<file path="config.mk">
export PLATFORM = sky130hd
export DESIGN_NAME = psm_top
export DESIGN_NICKNAME = d
export VERILOG_FILES = /design/src/rtl/psm_pkg.sv /design/src/rtl/psm_sync.sv /design/src/rtl/psm_top.sv
export SDC_FILE = /design/constraint.sdc
export NUM_CORES = 1
export LEC_CHECK = 0
export ABC_AREA = 1
export BUFFER_PORTS_ARGS = -buffer_cell sky130_fd_sc_hd__buf_2
export CAP_MARGIN = 20
export CELL_PAD_IN_SITES_DETAIL_PLACEMENT = 2
export CELL_PAD_IN_SITES_GLOBAL_PLACEMENT = 2
export CORE_MARGIN = 4
export CORE_UTILIZATION = 31
export DETAILED_ROUTE_END_ITERATION = 6
export PLACE_DENSITY = 0.95
export SLEW_MARGIN = 20
export SYNTH_ARGS = -nofsm -noshare
export SYNTH_HDL_FRONTEND = slang
export SYNTH_SLANG_ARGS = --single-unit
</file>
<file path="constraint.sdc">
create_clock -name ref_clk_i -period 2.65 [get_ports ref_clk_i]
set_clock_uncertainty 0.2 [all_clocks]
set_input_delay 0.3975 -clock ref_clk_i [delete_from_list [all_inputs] [get_ports ref_clk_i]]
set_output_delay 0.3975 -clock ref_clk_i [all_outputs]
set_load 0.03 [all_outputs]
</file>
<file path="src/rtl/psm_pkg.sv">
// shared constants and types for the pin state mode controller
package psm_pkg;

    // pin group widths
    localparam int ADDR_W = 24;
    localparam int DATA_W = 16;
    localparam int PORT_W = 8;
    localparam int STRB_W = 4;
    localparam int AXI_AW = 8;
    localparam int SYNC_W = PORT_W + 2;

    // register byte offsets
    localparam logic [AXI_AW-1:0] OFS_SYSCTL    = 8'h00;
    localparam logic [AXI_AW-1:0] OFS_PORT_DATA = 8'h04;
    localparam logic [AXI_AW-1:0] OFS_PORT_DIR  = 8'h08;
    localparam logic [AXI_AW-1:0] OFS_STATUS    = 8'h0C;

    // system control register fields
    localparam int SYS_W        = 3;
    localparam int SYS_ONCHIP_RAM_ENABLE_BIT_BIT = 0;
    localparam int SYS_BUS_RELEASE_ENABLE_BIT = 1;
    localparam int SYS_SSBY_BIT = 2;

    // status register fields
    localparam int ST_PIN_LSB  = 0;
    localparam int ST_MODE_LSB = 8;
    localparam int ST_STANDBY_IN_N_BIT = 11;
    localparam int ST_RST_BIT  = 12;

    // values after reset
    localparam logic [SYS_W-1:0]  SYSCTL_RESET    = 3'h1;
    localparam logic [PORT_W-1:0] PORT_DATA_RESET = 8'h00;
    localparam logic [PORT_W-1:0] PORT_DIR_RESET  = 8'h00;
    localparam logic [ADDR_W-1:0] ADDR_RESET      = 24'h000000;
    localparam logic [DATA_W-1:0] DATA_RESET      = 16'h0000;
    localparam logic [STRB_W-1:0] STRB_IDLE       = 4'hF;
    localparam logic [SYNC_W-1:0] SYNC_RESET      = 10'h300;

    // bus responses
    localparam logic [1:0] RESP_OKAY   = 2'h0;
    localparam logic [1:0] RESP_SLVERR = 2'h2;

    // state of the external bus access in progress
    typedef enum logic [2:0] {
        BS_IDLE,
        BS_T1,
        BS_T2,
        BS_T3,
        BS_TW
    } psm_bus_state_t;

    // pin state mode
    typedef enum logic [2:0] {
        MODE_RESET,
        MODE_RUN,
        MODE_SW_STANDBY_IN_N,
        MODE_BUS_REL,
        MODE_HW_STANDBY_IN_N
    } psm_mode_t;

endpackage : psm_pkg

</file>
<file path="src/rtl/psm_sync.sv">
// two-flop synchroniser for pin inputs
`timescale 1ns/1ps
module psm_sync
    import psm_pkg::*;
#(
    parameter int                WIDTH     = SYNC_W,
    parameter logic [WIDTH-1:0]  RESET_VAL = SYNC_RESET
) (
    // clock and reset
    input  wire logic             ref_clk_i,
    input  wire logic             rst_n_i,
    // data
    input  wire logic [WIDTH-1:0] d_i,
    output logic      [WIDTH-1:0] q_o
);

    logic [WIDTH-1:0] meta;

    always_ff @(posedge ref_clk_i or negedge rst_n_i) begin
        if (!rst_n_i) begin
            meta <= RESET_VAL;
            q_o  <= RESET_VAL;
        end else begin
            meta <= d_i;
            q_o  <= meta;
        end
    end

endmodule : psm_sync

</file>
<file path="src/rtl/psm_top.sv">
// pin state control across reset, standby, bus release and run modes
//
// Summary of operation
// - reset pin low makes all general ports inputs at once, no clock needed.
// - reset pin low drives all four strobes high and floats the data bus.
// - reset in first or second bus state: address low half a state after sampling.
// - reset pin is sampled on the falling clock edge.
// - reset in an inserted wait state times the address like second state.
// - reset in third bus state holds address until that state ends.
// - reset in second state of a two-state access behaves like third state.
// - in keep states inputs float, port outputs hold their last level, address, data and strobes float.
`timescale 1ns/1ps
module psm_top
    import psm_pkg::*;
(
    // clock and reset
    input  wire logic                  ref_clk_i,
    input  wire logic                  rst_n_i,
    // control pins
    input  wire logic                  reset_in_n_i,
    input  wire logic                  standby_in_n_i,
    input  wire logic                  bus_request_n_i,
    // bus controller side
    input  wire psm_bus_state_t        bus_state_i,
    input  wire logic                  two_state_access_i,
    input  wire logic [ADDR_W-1:0]     addr_i,
    input  wire logic [DATA_W-1:0]     data_i,
    input  wire logic                  data_oe_i,
    input  wire logic [STRB_W-1:0]     strobe_n_i,
    // external bus pins
    output logic      [ADDR_W-1:0]     addr_o,
    output logic                       addr_oe_o,
    output logic      [DATA_W-1:0]     data_o,
    output logic                       data_oe_o,
    output logic      [STRB_W-1:0]     strobe_n_o,
    output logic                       strobe_oe_o,
    output logic                       bus_grant_n_o,
    output logic                       bus_grant_oe_o,
    output logic                       clk_out_oe_o,
    output logic                       clk_out_hold_o,
    // general port pins
    input  wire logic [PORT_W-1:0]     port_i,
    output logic      [PORT_W-1:0]     port_o,
    output logic      [PORT_W-1:0]     port_oe_o,
    // axi4-lite slave
    input  wire logic [AXI_AW-1:0]     s_axi_awaddr_i,
    input  wire logic                  s_axi_awvalid_i,
    output logic                       s_axi_awready_o,
    input  wire logic [31:0]           s_axi_wdata_i,
    input  wire logic [3:0]            s_axi_wstrb_i,
    input  wire logic                  s_axi_wvalid_i,
    output logic                       s_axi_wready_o,
    output logic      [1:0]            s_axi_bresp_o,
    output logic                       s_axi_bvalid_o,
    input  wire logic                  s_axi_bready_i,
    input  wire logic [AXI_AW-1:0]     s_axi_araddr_i,
    input  wire logic                  s_axi_arvalid_i,
    output logic                       s_axi_arready_o,
    output logic      [31:0]           s_axi_rdata_o,
    output logic      [1:0]            s_axi_rresp_o,
    output logic                       s_axi_rvalid_o,
    input  wire logic                  s_axi_rready_i
);

    function automatic logic is_mapped(input logic [AXI_AW-1:0] a);
        return (a == OFS_SYSCTL) || (a == OFS_PORT_DATA) ||
               (a == OFS_PORT_DIR) || (a == OFS_STATUS);
    endfunction : is_mapped

    logic                pin_rst_raw_n;
    logic                rel_meta;
    logic                port_rst_n;
    logic                rst_meta_n;
    logic                rst_seen_n;
    logic                rst_seen_p;
    logic                rst_event;
    logic                addr_hold_case;
    logic                addr_pend;
    logic [SYNC_W-1:0]   sync_q;
    logic                standby_in_n_s_n;
    logic                bus_request_n_s_n;
    logic [PORT_W-1:0]   port_s;
    psm_mode_t           mode;
    psm_mode_t           next_mode;
    logic                run;
    logic                keep;
    logic [SYS_W-1:0]    sysctl;
    logic [PORT_W-1:0]   port_data;
    logic [PORT_W-1:0]   port_dir;
    logic                aw_got;
    logic                w_got;
    logic [AXI_AW-1:0]   awaddr_q;
    logic [31:0]         wdata_q;
    logic                wstrb0_q;
    logic                aw_fire;
    logic                w_fire;
    logic                do_write;
    logic                wr_en;
    logic [31:0]         rd_mux;
    logic [31:0]         status;

    // pin reset: asserts at once, releases through two flops
    assign pin_rst_raw_n = rst_n_i & reset_in_n_i;

    always_ff @(posedge ref_clk_i or negedge pin_rst_raw_n) begin
        if (!pin_rst_raw_n) begin
            rel_meta   <= 1'b0;
            port_rst_n <= 1'b0;
        end else begin
            rel_meta   <= 1'b1;
            port_rst_n <= rel_meta;
        end
    end

    // reset level taken on the falling clock edge
    always_ff @(negedge ref_clk_i or negedge rst_n_i) begin
        if (!rst_n_i) begin
            rst_meta_n <= 1'b0;
            rst_seen_n <= 1'b0;
        end else begin
            rst_meta_n <= reset_in_n_i;
            rst_seen_n <= rst_meta_n;
        end
    end

    always_ff @(posedge ref_clk_i or negedge rst_n_i) begin
        if (!rst_n_i) begin
            rst_seen_p <= 1'b0;
        end else begin
            rst_seen_p <= rst_seen_n;
        end
    end

    // first rising edge after the sampled low: half a state later
    assign rst_event      = rst_seen_p & ~rst_seen_n;
    assign addr_hold_case = (bus_state_i == BS_T3) ||
                            ((bus_state_i == BS_T2) && two_state_access_i);

    psm_sync #(
        .WIDTH     (SYNC_W),
        .RESET_VAL (SYNC_RESET)
    ) u_sync (
        .ref_clk_i (ref_clk_i),
        .rst_n_i   (rst_n_i),
        .d_i       ({standby_in_n_i, bus_request_n_i, port_i}),
        .q_o       (sync_q)
    );

    assign standby_in_n_s_n = sync_q[SYNC_W-1];
    assign bus_request_n_s_n = sync_q[SYNC_W-2];
    assign port_s   = sync_q[PORT_W-1:0];

    // mode selection, hardware standby first
    assign next_mode = !standby_in_n_s_n   ? MODE_HW_STANDBY_IN_N :
                       !rst_seen_n ? MODE_RESET :
                       (sysctl[SYS_BUS_RELEASE_ENABLE_BIT] && !bus_request_n_s_n &&
                        (mode == MODE_RUN || mode == MODE_BUS_REL)) ? MODE_BUS_REL :
                       sysctl[SYS_SSBY_BIT] ? MODE_SW_STANDBY_IN_N : MODE_RUN;
    assign run  = (mode == MODE_RUN);
    assign keep = (mode == MODE_SW_STANDBY_IN_N) || (mode == MODE_BUS_REL);

    always_ff @(posedge ref_clk_i or negedge rst_n_i) begin
        if (!rst_n_i) begin
            mode <= MODE_RESET;
        end else begin
            mode <= next_mode;
        end
    end

    // address bus
    always_ff @(posedge ref_clk_i or negedge rst_n_i) begin
        if (!rst_n_i) begin
            addr_o    <= ADDR_RESET;
            addr_oe_o <= 1'b1;
            addr_pend <= 1'b0;
        end else if (mode == MODE_HW_STANDBY_IN_N) begin
            addr_oe_o <= 1'b0;
            addr_pend <= 1'b0;
        end else if (rst_event && !addr_hold_case) begin
            addr_o    <= ADDR_RESET;
            addr_oe_o <= 1'b1;
        end else if (rst_event) begin
            addr_pend <= 1'b1;
        end else if (addr_pend) begin
            addr_o    <= ADDR_RESET;
            addr_oe_o <= 1'b1;
            addr_pend <= 1'b0;
        end else if (run) begin
            addr_o    <= addr_i;
            addr_oe_o <= 1'b1;
        end else if (keep) begin
            addr_oe_o <= 1'b0;
        end
    end

    // outputs forced safe by the pin reset without a clock
    always_ff @(posedge ref_clk_i or negedge port_rst_n) begin
        if (!port_rst_n) begin
            port_oe_o      <= '0;
            data_oe_o      <= 1'b0;
            strobe_n_o     <= STRB_IDLE;
            bus_grant_oe_o <= 1'b0;
        end else begin
            port_oe_o      <= (run || keep) ? port_dir : '0;
            data_oe_o      <= run & data_oe_i;
            strobe_n_o     <= run ? strobe_n_i : STRB_IDLE;
            bus_grant_oe_o <= (mode == MODE_BUS_REL) ||
                              (sysctl[SYS_BUS_RELEASE_ENABLE_BIT] && (run || mode == MODE_SW_STANDBY_IN_N));
        end
    end

    // held values and enables on the power-on reset only
    always_ff @(posedge ref_clk_i or negedge rst_n_i) begin
        if (!rst_n_i) begin
            port_o         <= PORT_DATA_RESET;
            data_o         <= DATA_RESET;
            strobe_oe_o    <= 1'b1;
            bus_grant_n_o  <= 1'b1;
            clk_out_oe_o   <= 1'b1;
            clk_out_hold_o <= 1'b0;
        end else begin
            port_o         <= run ? port_data : port_o;
            data_o         <= run ? data_i : data_o;
            strobe_oe_o    <= run || (mode == MODE_RESET);
            bus_grant_n_o  <= (mode != MODE_BUS_REL);
            clk_out_oe_o   <= (mode != MODE_HW_STANDBY_IN_N);
            clk_out_hold_o <= (mode == MODE_SW_STANDBY_IN_N);
        end
    end

    // axi4-lite write channel
    assign aw_fire  = s_axi_awvalid_i & s_axi_awready_o;
    assign w_fire   = s_axi_wvalid_i & s_axi_wready_o;
    assign do_write = aw_got & w_got & ~s_axi_bvalid_o;
    assign wr_en    = do_write & wstrb0_q & is_mapped(awaddr_q);

    always_ff @(posedge ref_clk_i or negedge rst_n_i) begin
        if (!rst_n_i) begin
            s_axi_awready_o <= 1'b1;
            s_axi_wready_o  <= 1'b1;
            s_axi_bvalid_o  <= 1'b0;
            s_axi_bresp_o   <= RESP_OKAY;
            aw_got          <= 1'b0;
            w_got           <= 1'b0;
            awaddr_q        <= '0;
            wdata_q         <= '0;
            wstrb0_q        <= 1'b0;
        end else begin
            if (aw_fire) begin
                awaddr_q        <= s_axi_awaddr_i;
                aw_got          <= 1'b1;
                s_axi_awready_o <= 1'b0;
            end
            if (w_fire) begin
                wdata_q        <= s_axi_wdata_i;
                wstrb0_q       <= s_axi_wstrb_i[0];
                w_got          <= 1'b1;
                s_axi_wready_o <= 1'b0;
            end
            if (do_write) begin
                aw_got         <= 1'b0;
                w_got          <= 1'b0;
                s_axi_bvalid_o <= 1'b1;
                s_axi_bresp_o  <= is_mapped(awaddr_q) ? RESP_OKAY : RESP_SLVERR;
            end
            if (s_axi_bvalid_o && s_axi_bready_i) begin
                s_axi_bvalid_o  <= 1'b0;
                s_axi_awready_o <= 1'b1;
                s_axi_wready_o  <= 1'b1;
            end
        end
    end

    // software registers, loaded with their reset values by the pin reset as well
    always_ff @(posedge ref_clk_i or negedge port_rst_n) begin
        if (!port_rst_n) begin
            sysctl    <= SYSCTL_RESET;
            port_data <= PORT_DATA_RESET;
            port_dir  <= PORT_DIR_RESET;
        end else if (wr_en) begin
            if (awaddr_q == OFS_SYSCTL) begin
                sysctl <= wdata_q[SYS_W-1:0];
            end
            if (awaddr_q == OFS_PORT_DATA) begin
                port_data <= wdata_q[PORT_W-1:0];
            end
            if (awaddr_q == OFS_PORT_DIR) begin
                port_dir <= wdata_q[PORT_W-1:0];
            end
        end
    end

    // axi4-lite read channel
    assign status = {19'h00000, ~rst_seen_n, ~standby_in_n_s_n, mode, port_s};
    assign rd_mux = (s_axi_araddr_i == OFS_SYSCTL)    ? {29'h00000000, sysctl} :
                    (s_axi_araddr_i == OFS_PORT_DATA) ? {24'h000000, port_data} :
                    (s_axi_araddr_i == OFS_PORT_DIR)  ? {24'h000000, port_dir} :
                    (s_axi_araddr_i == OFS_STATUS)    ? status : 32'h00000000;

    always_ff @(posedge ref_clk_i or negedge rst_n_i) begin
        if (!rst_n_i) begin
            s_axi_arready_o <= 1'b1;
            s_axi_rvalid_o  <= 1'b0;
            s_axi_rdata_o   <= '0;
            s_axi_rresp_o   <= RESP_OKAY;
        end else if (s_axi_arvalid_i && s_axi_arready_o) begin
            s_axi_arready_o <= 1'b0;
            s_axi_rvalid_o  <= 1'b1;
            s_axi_rdata_o   <= rd_mux;
            s_axi_rresp_o   <= is_mapped(s_axi_araddr_i) ? RESP_OKAY : RESP_SLVERR;
        end else if (s_axi_rvalid_o && s_axi_rready_i) begin
            s_axi_arready_o <= 1'b1;
            s_axi_rvalid_o  <= 1'b0;
        end
    end

    chk_reset_ports_in: assert property (@(posedge ref_clk_i) disable iff (!rst_n_i)
        !reset_in_n_i |-> port_oe_o == '0)
        else $error("ports not inputs while reset pin low");

    chk_reset_strobes_high: assert property (@(posedge ref_clk_i) disable iff (!rst_n_i)
        !reset_in_n_i |-> (strobe_n_o == STRB_IDLE) && !data_oe_o)
        else $error("strobes or data bus wrong while reset pin low");

    chk_reset_fall_sample: assert property (@(negedge ref_clk_i) disable iff (!rst_n_i)
        $fell(rst_seen_n) |-> !$past(reset_in_n_i, 2))
        else $error("reset seen without a low sample two falling edges back");

    chk_addr_early_low: assert property (@(posedge ref_clk_i) disable iff (!rst_n_i)
        rst_event && mode != MODE_HW_STANDBY_IN_N &&
        (bus_state_i == BS_T1 || (bus_state_i == BS_T2 && !two_state_access_i))
        |=> addr_oe_o && addr_o == ADDR_RESET)
        else $error("address not low half a state after reset sample");

    chk_addr_wait_low: assert property (@(posedge ref_clk_i) disable iff (!rst_n_i)
        rst_event && mode != MODE_HW_STANDBY_IN_N && bus_state_i == BS_TW
        |=> addr_oe_o && addr_o == ADDR_RESET)
        else $error("reset in wait state did not lower address");

    chk_addr_third_hold: assert property (@(posedge ref_clk_i) disable iff (!rst_n_i)
        rst_event && mode != MODE_HW_STANDBY_IN_N && next_mode != MODE_HW_STANDBY_IN_N &&
        bus_state_i == BS_T3
        |=> $stable(addr_o) ##1 addr_o == ADDR_RESET)
        else $error("address not held through third state");

    chk_addr_two_state: assert property (@(posedge ref_clk_i) disable iff (!rst_n_i)
        rst_event && mode != MODE_HW_STANDBY_IN_N && next_mode != MODE_HW_STANDBY_IN_N &&
        bus_state_i == BS_T2 && two_state_access_i
        |=> $stable(addr_o) ##1 addr_o == ADDR_RESET)
        else $error("two-state access reset not held like third state");

    chk_keep_port_hold: assert property (@(posedge ref_clk_i) disable iff (!rst_n_i)
        keep && $past(keep) |-> $stable(port_o))
        else $error("port output changed in a keep state");

    chk_hw_standby_in_n_float: assert property (@(posedge ref_clk_i) disable iff (!rst_n_i)
        mode == MODE_HW_STANDBY_IN_N ##1 mode == MODE_HW_STANDBY_IN_N |->
        !clk_out_oe_o && !addr_oe_o && !data_oe_o && !strobe_oe_o && port_oe_o == '0)
        else $error("pin driven in hardware standby");

    chk_bus_rel_float: assert property (@(posedge ref_clk_i) disable iff (!rst_n_i)
        mode == MODE_BUS_REL |=>
        !bus_grant_n_o && bus_grant_oe_o && !addr_oe_o && !data_oe_o && !strobe_oe_o)
        else $error("bus release pin states wrong");

endmodule : psm_top

</file>
==> results by group <==
Outcome
  • Status: finished, violations left
  • Violated checks: setup timing

Cells and area
  • Layout cells sized above 1: 0.2748
  • Final Util: 0.4405
  • Nets: 1052
  • Area delta synth->final: 38.43%

CTS
  • H-tree depth: 4
  • Clock Path Buffers: 2
  • Clk_lat worst skew: about 0.42 ns
  • Clock Tree Root: clkbuf_16
  • Clk sinks: between 150 and 200
  • CTS Buf Count: 17
  • CTS clk-pin slew, worst paths: roughly 0.07 ns
  • CTS tree: yes

Die
  • Die width: 150.0 um
  • Row cnt: between 50 and 60
  • DIE AREA: roughly 0.023 mm^2
  • Area of the core: 0.01965 mm^2
  • Die Ht: 150.0 um
  • Starting Density: 0.3182
  • IO Count: 227

Power and ir drop
  • Static Leak: 4.607 nW
  • Max VDD drop: 0.4803 mV
  • PwrDens: 866.2 mW/mm^2

Drt
  • WL per Instance: 19.77 um
  • Routed WL: 23960 um
  • DRC viols: 0
  • Number of routed nets with antenna violations: 0
  • Via/cell ratio: 4.738
  • Initial DRC Count: 221
  • DR vias: 5743
  • Router iterations before antenna repair: 4

Global route
  • Grt ovf: 0
  • Vias in the first global route: 6637
  • GRT Total Usage: 0.2180
  • Antenna violations before repair: 1
  • Largest net degree at the start of global routing: between 50 and 60
  • First-pass GRT wire length: roughly 38000 um

Critical path
  • Critical-path cell list: nor2_4 -> o211ai_1 -> nand3_4 -> buf_12 -> nand2_1 -> nand2_1
  • Critical Path Sink Type: flip-flop
  • Cell mode on critical path: nand2_1
  • Worst path required time: 2.76 ns
  • Max stage delay on crit path: 0.46 ns
  • Critical Path Start Type: flip-flop
  • Cell type of the slowest stage on the worst timing path: dfrtn_1
  • CP Max Fanout: 17
  • Critical path arrival: ~2.9 ns
  • Critical setup path kind: flip-flop to flip-flop

Placement
  • RePlAce Congestion: 0.7776
  • Buffers on Ports: 178
  • Pre-CTS setup slack: -0.2081 ns
  • Hpwl dp: 15500 um

Synthesis
  • Avg Cell Area, Syn: 9.065 um^2
  • Sequential share of the synthesized area: 0.6193
  • Synth cell types: 28
  • Ys Warns: 0
  • Mapped Area: 0.006255 mm^2
  • #FFs+latches synth: 154
  • Cells after Synth: 690

STA
  • Final Hold Fails: 0
  • Setup violators final: 25
  • Final WS setup: -0.1775 ns
  • Slew Limit Fails: 0
  • Slew margin rel.: 0.2684
  • Worst slew pin tran: 1.090 ns
  • Unrepaired setup endpoints after global routing: yes

Hold path
  • Hold WC Path Type: flip-flop to asynchronous set/reset pin

Run
  • Max-Cap Viols: 0
worst max-delay path, delay by kind of cell, from the launching register on:
| kind | cells | cell delay [ns] |
|---|---|---|
| AOI/OAI and AO/OA | 1 | 0.24 |
| buffers and inverters | 1 | 0.18 |
| DFF | 1 | 0.46 |
| and+or+nand+nor | 4 | 0.34 |
placed cells by master (no fill, tap or decap), types with 2 or more instances in the layout:
master	Yosys	routed
a21oi_1	29	29
a22o_1	4	4
buf_2	4	177
buf_4	21	18
buf_6	2	2
bufinv_16	0	5
clkbuf_1	21	2
clkbuf_16	0	17
clkinv_1	2	2
clkinv_2	0	3
clkinvlp_4	0	3
conb_1	2	22
dfrtn_1	2	2
dfrtp_1	136	136
dfstp_2	16	16
dlygate4sd3_1	0	55
inv_1	49	49
nand2_1	259	254
nand2_2	1	6
nand3_1	28	28
nand4_1	26	26
nor2_1	31	31
o211ai_1	3	3
o21ai_0	40	40
or2_2	4	4
area by class of cell:
| cell class | count | area, um^2 |
|---|---|---|
| fill | 2165 | 11000 |
| clock inverter | 12 | 196.4 |
| tap | 265 | 331.6 |
| timing repair buffer | 253 | 1614 |
| clock buffer | 20 | 446.7 |
| sequential | 154 | 3874 |
| inverter | 52 | 195.2 |
| antenna | 1 | 2.502 |
| multi-input combinational | 455 | 1998 |
cell usage after synthesis, drive strengths merged:
cell type | count | share of area
nand2 | 260 | 0.16
dfrtp | 136 | 0.54
inv | 50 | 0.030
o21ai | 42 | 0.034
nor2 | 33 | 0.021
a21oi | 29 | 0.023
nand3 | 29 | 0.025
buf | 27 | 0.032
nand4 | 26 | 0.026
clkbuf | 22 | 0.013
dfstp | 16 | 0.067
a22o | 4 | 0.0056
or2 | 4 | 0.0040
o211ai | 3 | 0.0036
clkinv | 2 | 0.0012
conb | 2 | 0.0012
dfrtn | 2 | 0.0080
nor3 | 2 | 0.0034
o31ai | 1 | 0.0012
routing by layer:
layer  track usage  wire [um]  vias to the layer above  share of wire
met5             0          0                        -              0
met4       0.09607        873                        0          0.036
met3       0.04876       1098                       52          0.046
met2        0.3848      12490                      174           0.52
met1        0.2529       9500                     2881           0.40
li1              -          -                     2636              -
worst paths after layout:
kind / start / to / slack [ns] / depth (start not counted)
min in group ref_clk_i: rst_meta_n$_DFF_NN0_ / rst_seen_n$_DFF_NN0_ / 0.10 / 0
max in group asynchronous: rst_n_i / rst_meta_n$_DFF_NN0_ / 0.48 / 2
setup reg to reg: rst_seen_n$_DFF_NN0_ / addr_o[11]$_DFFE_PN0P_ / -0.18 / 6
setup / recovery: rst_seen_n$_DFF_NN0_ / addr_o[11]$_DFFE_PN0P_ / -0.18 / 6
hold reg to reg: port_rst_n$_DFF_PN0_ / port_dir[1]$_DFFE_PN0P_ / 0.1 / 1
hold / removal: port_rst_n$_DFF_PN0_ / port_dir[1]$_DFFE_PN0P_ / 0.1 / 1
flip-flops by register name, summed over array words and instances, names as in the netlist, 3 cells and up:
signal / count
addr_o: 24
awaddr_q: 8
data_o: 16
mode: 3
port_data: 8
port_dir: 8
port_o: 8
port_oe_o: 8
s_axi_rdata_o: 13
strobe_n_o: 4
sysctl: 3
u_sync.meta: 10
u_sync.q_o: 10
wdata_q: 8
report_power, final:
part	total, mW	internal [mW]	switching [mW]
Clock	2.70	1.69	1.00
Combinational	1.77	0.509	1.26
Sequential	3.04	2.79	0.248
Total	7.50	4.99	2.51
per-stage QoR:
stage	hold slack [ns]	setup TNS, ns	instance area (um^2)	total power [mW]	std cells
finish	0.09962	-3.824	8658	7.500	1212
global route	0.1017	-5.487	8658	7.928	1212
CTS	0.07724	-3.109	8645	7.534	1211
detailed placement	0.09171	-3.940	7435	4.730	1123
global placement	0.08744	-2.140	7435	4.614	1123
floorplan	-0.09809	-3.971	6337	4.097	710
cells by family (layout without fill, tap and decap cells):
kind of cell | Yosys count | count (layout) | synth area share
compound gates | 79 | 79 | 0.06721
buf+inv | 101 | 337 | 0.07662
flops | 154 | 154 | 0.6193
other cells | 2 | 23 | 0.001201
simple gates | 354 | 354 | 0.2356
repair_timing:
item                       4_1_cts  5_1_grt
gates cloned                     0        0
setup endpoints to repair       25       25
hold buffers                    55        0
pin swaps                        3        1
resized for setup                3        4
buffers inserted                 1        0
hold endpoints to repair        71        0
Power figures use the tool's default switching activity.
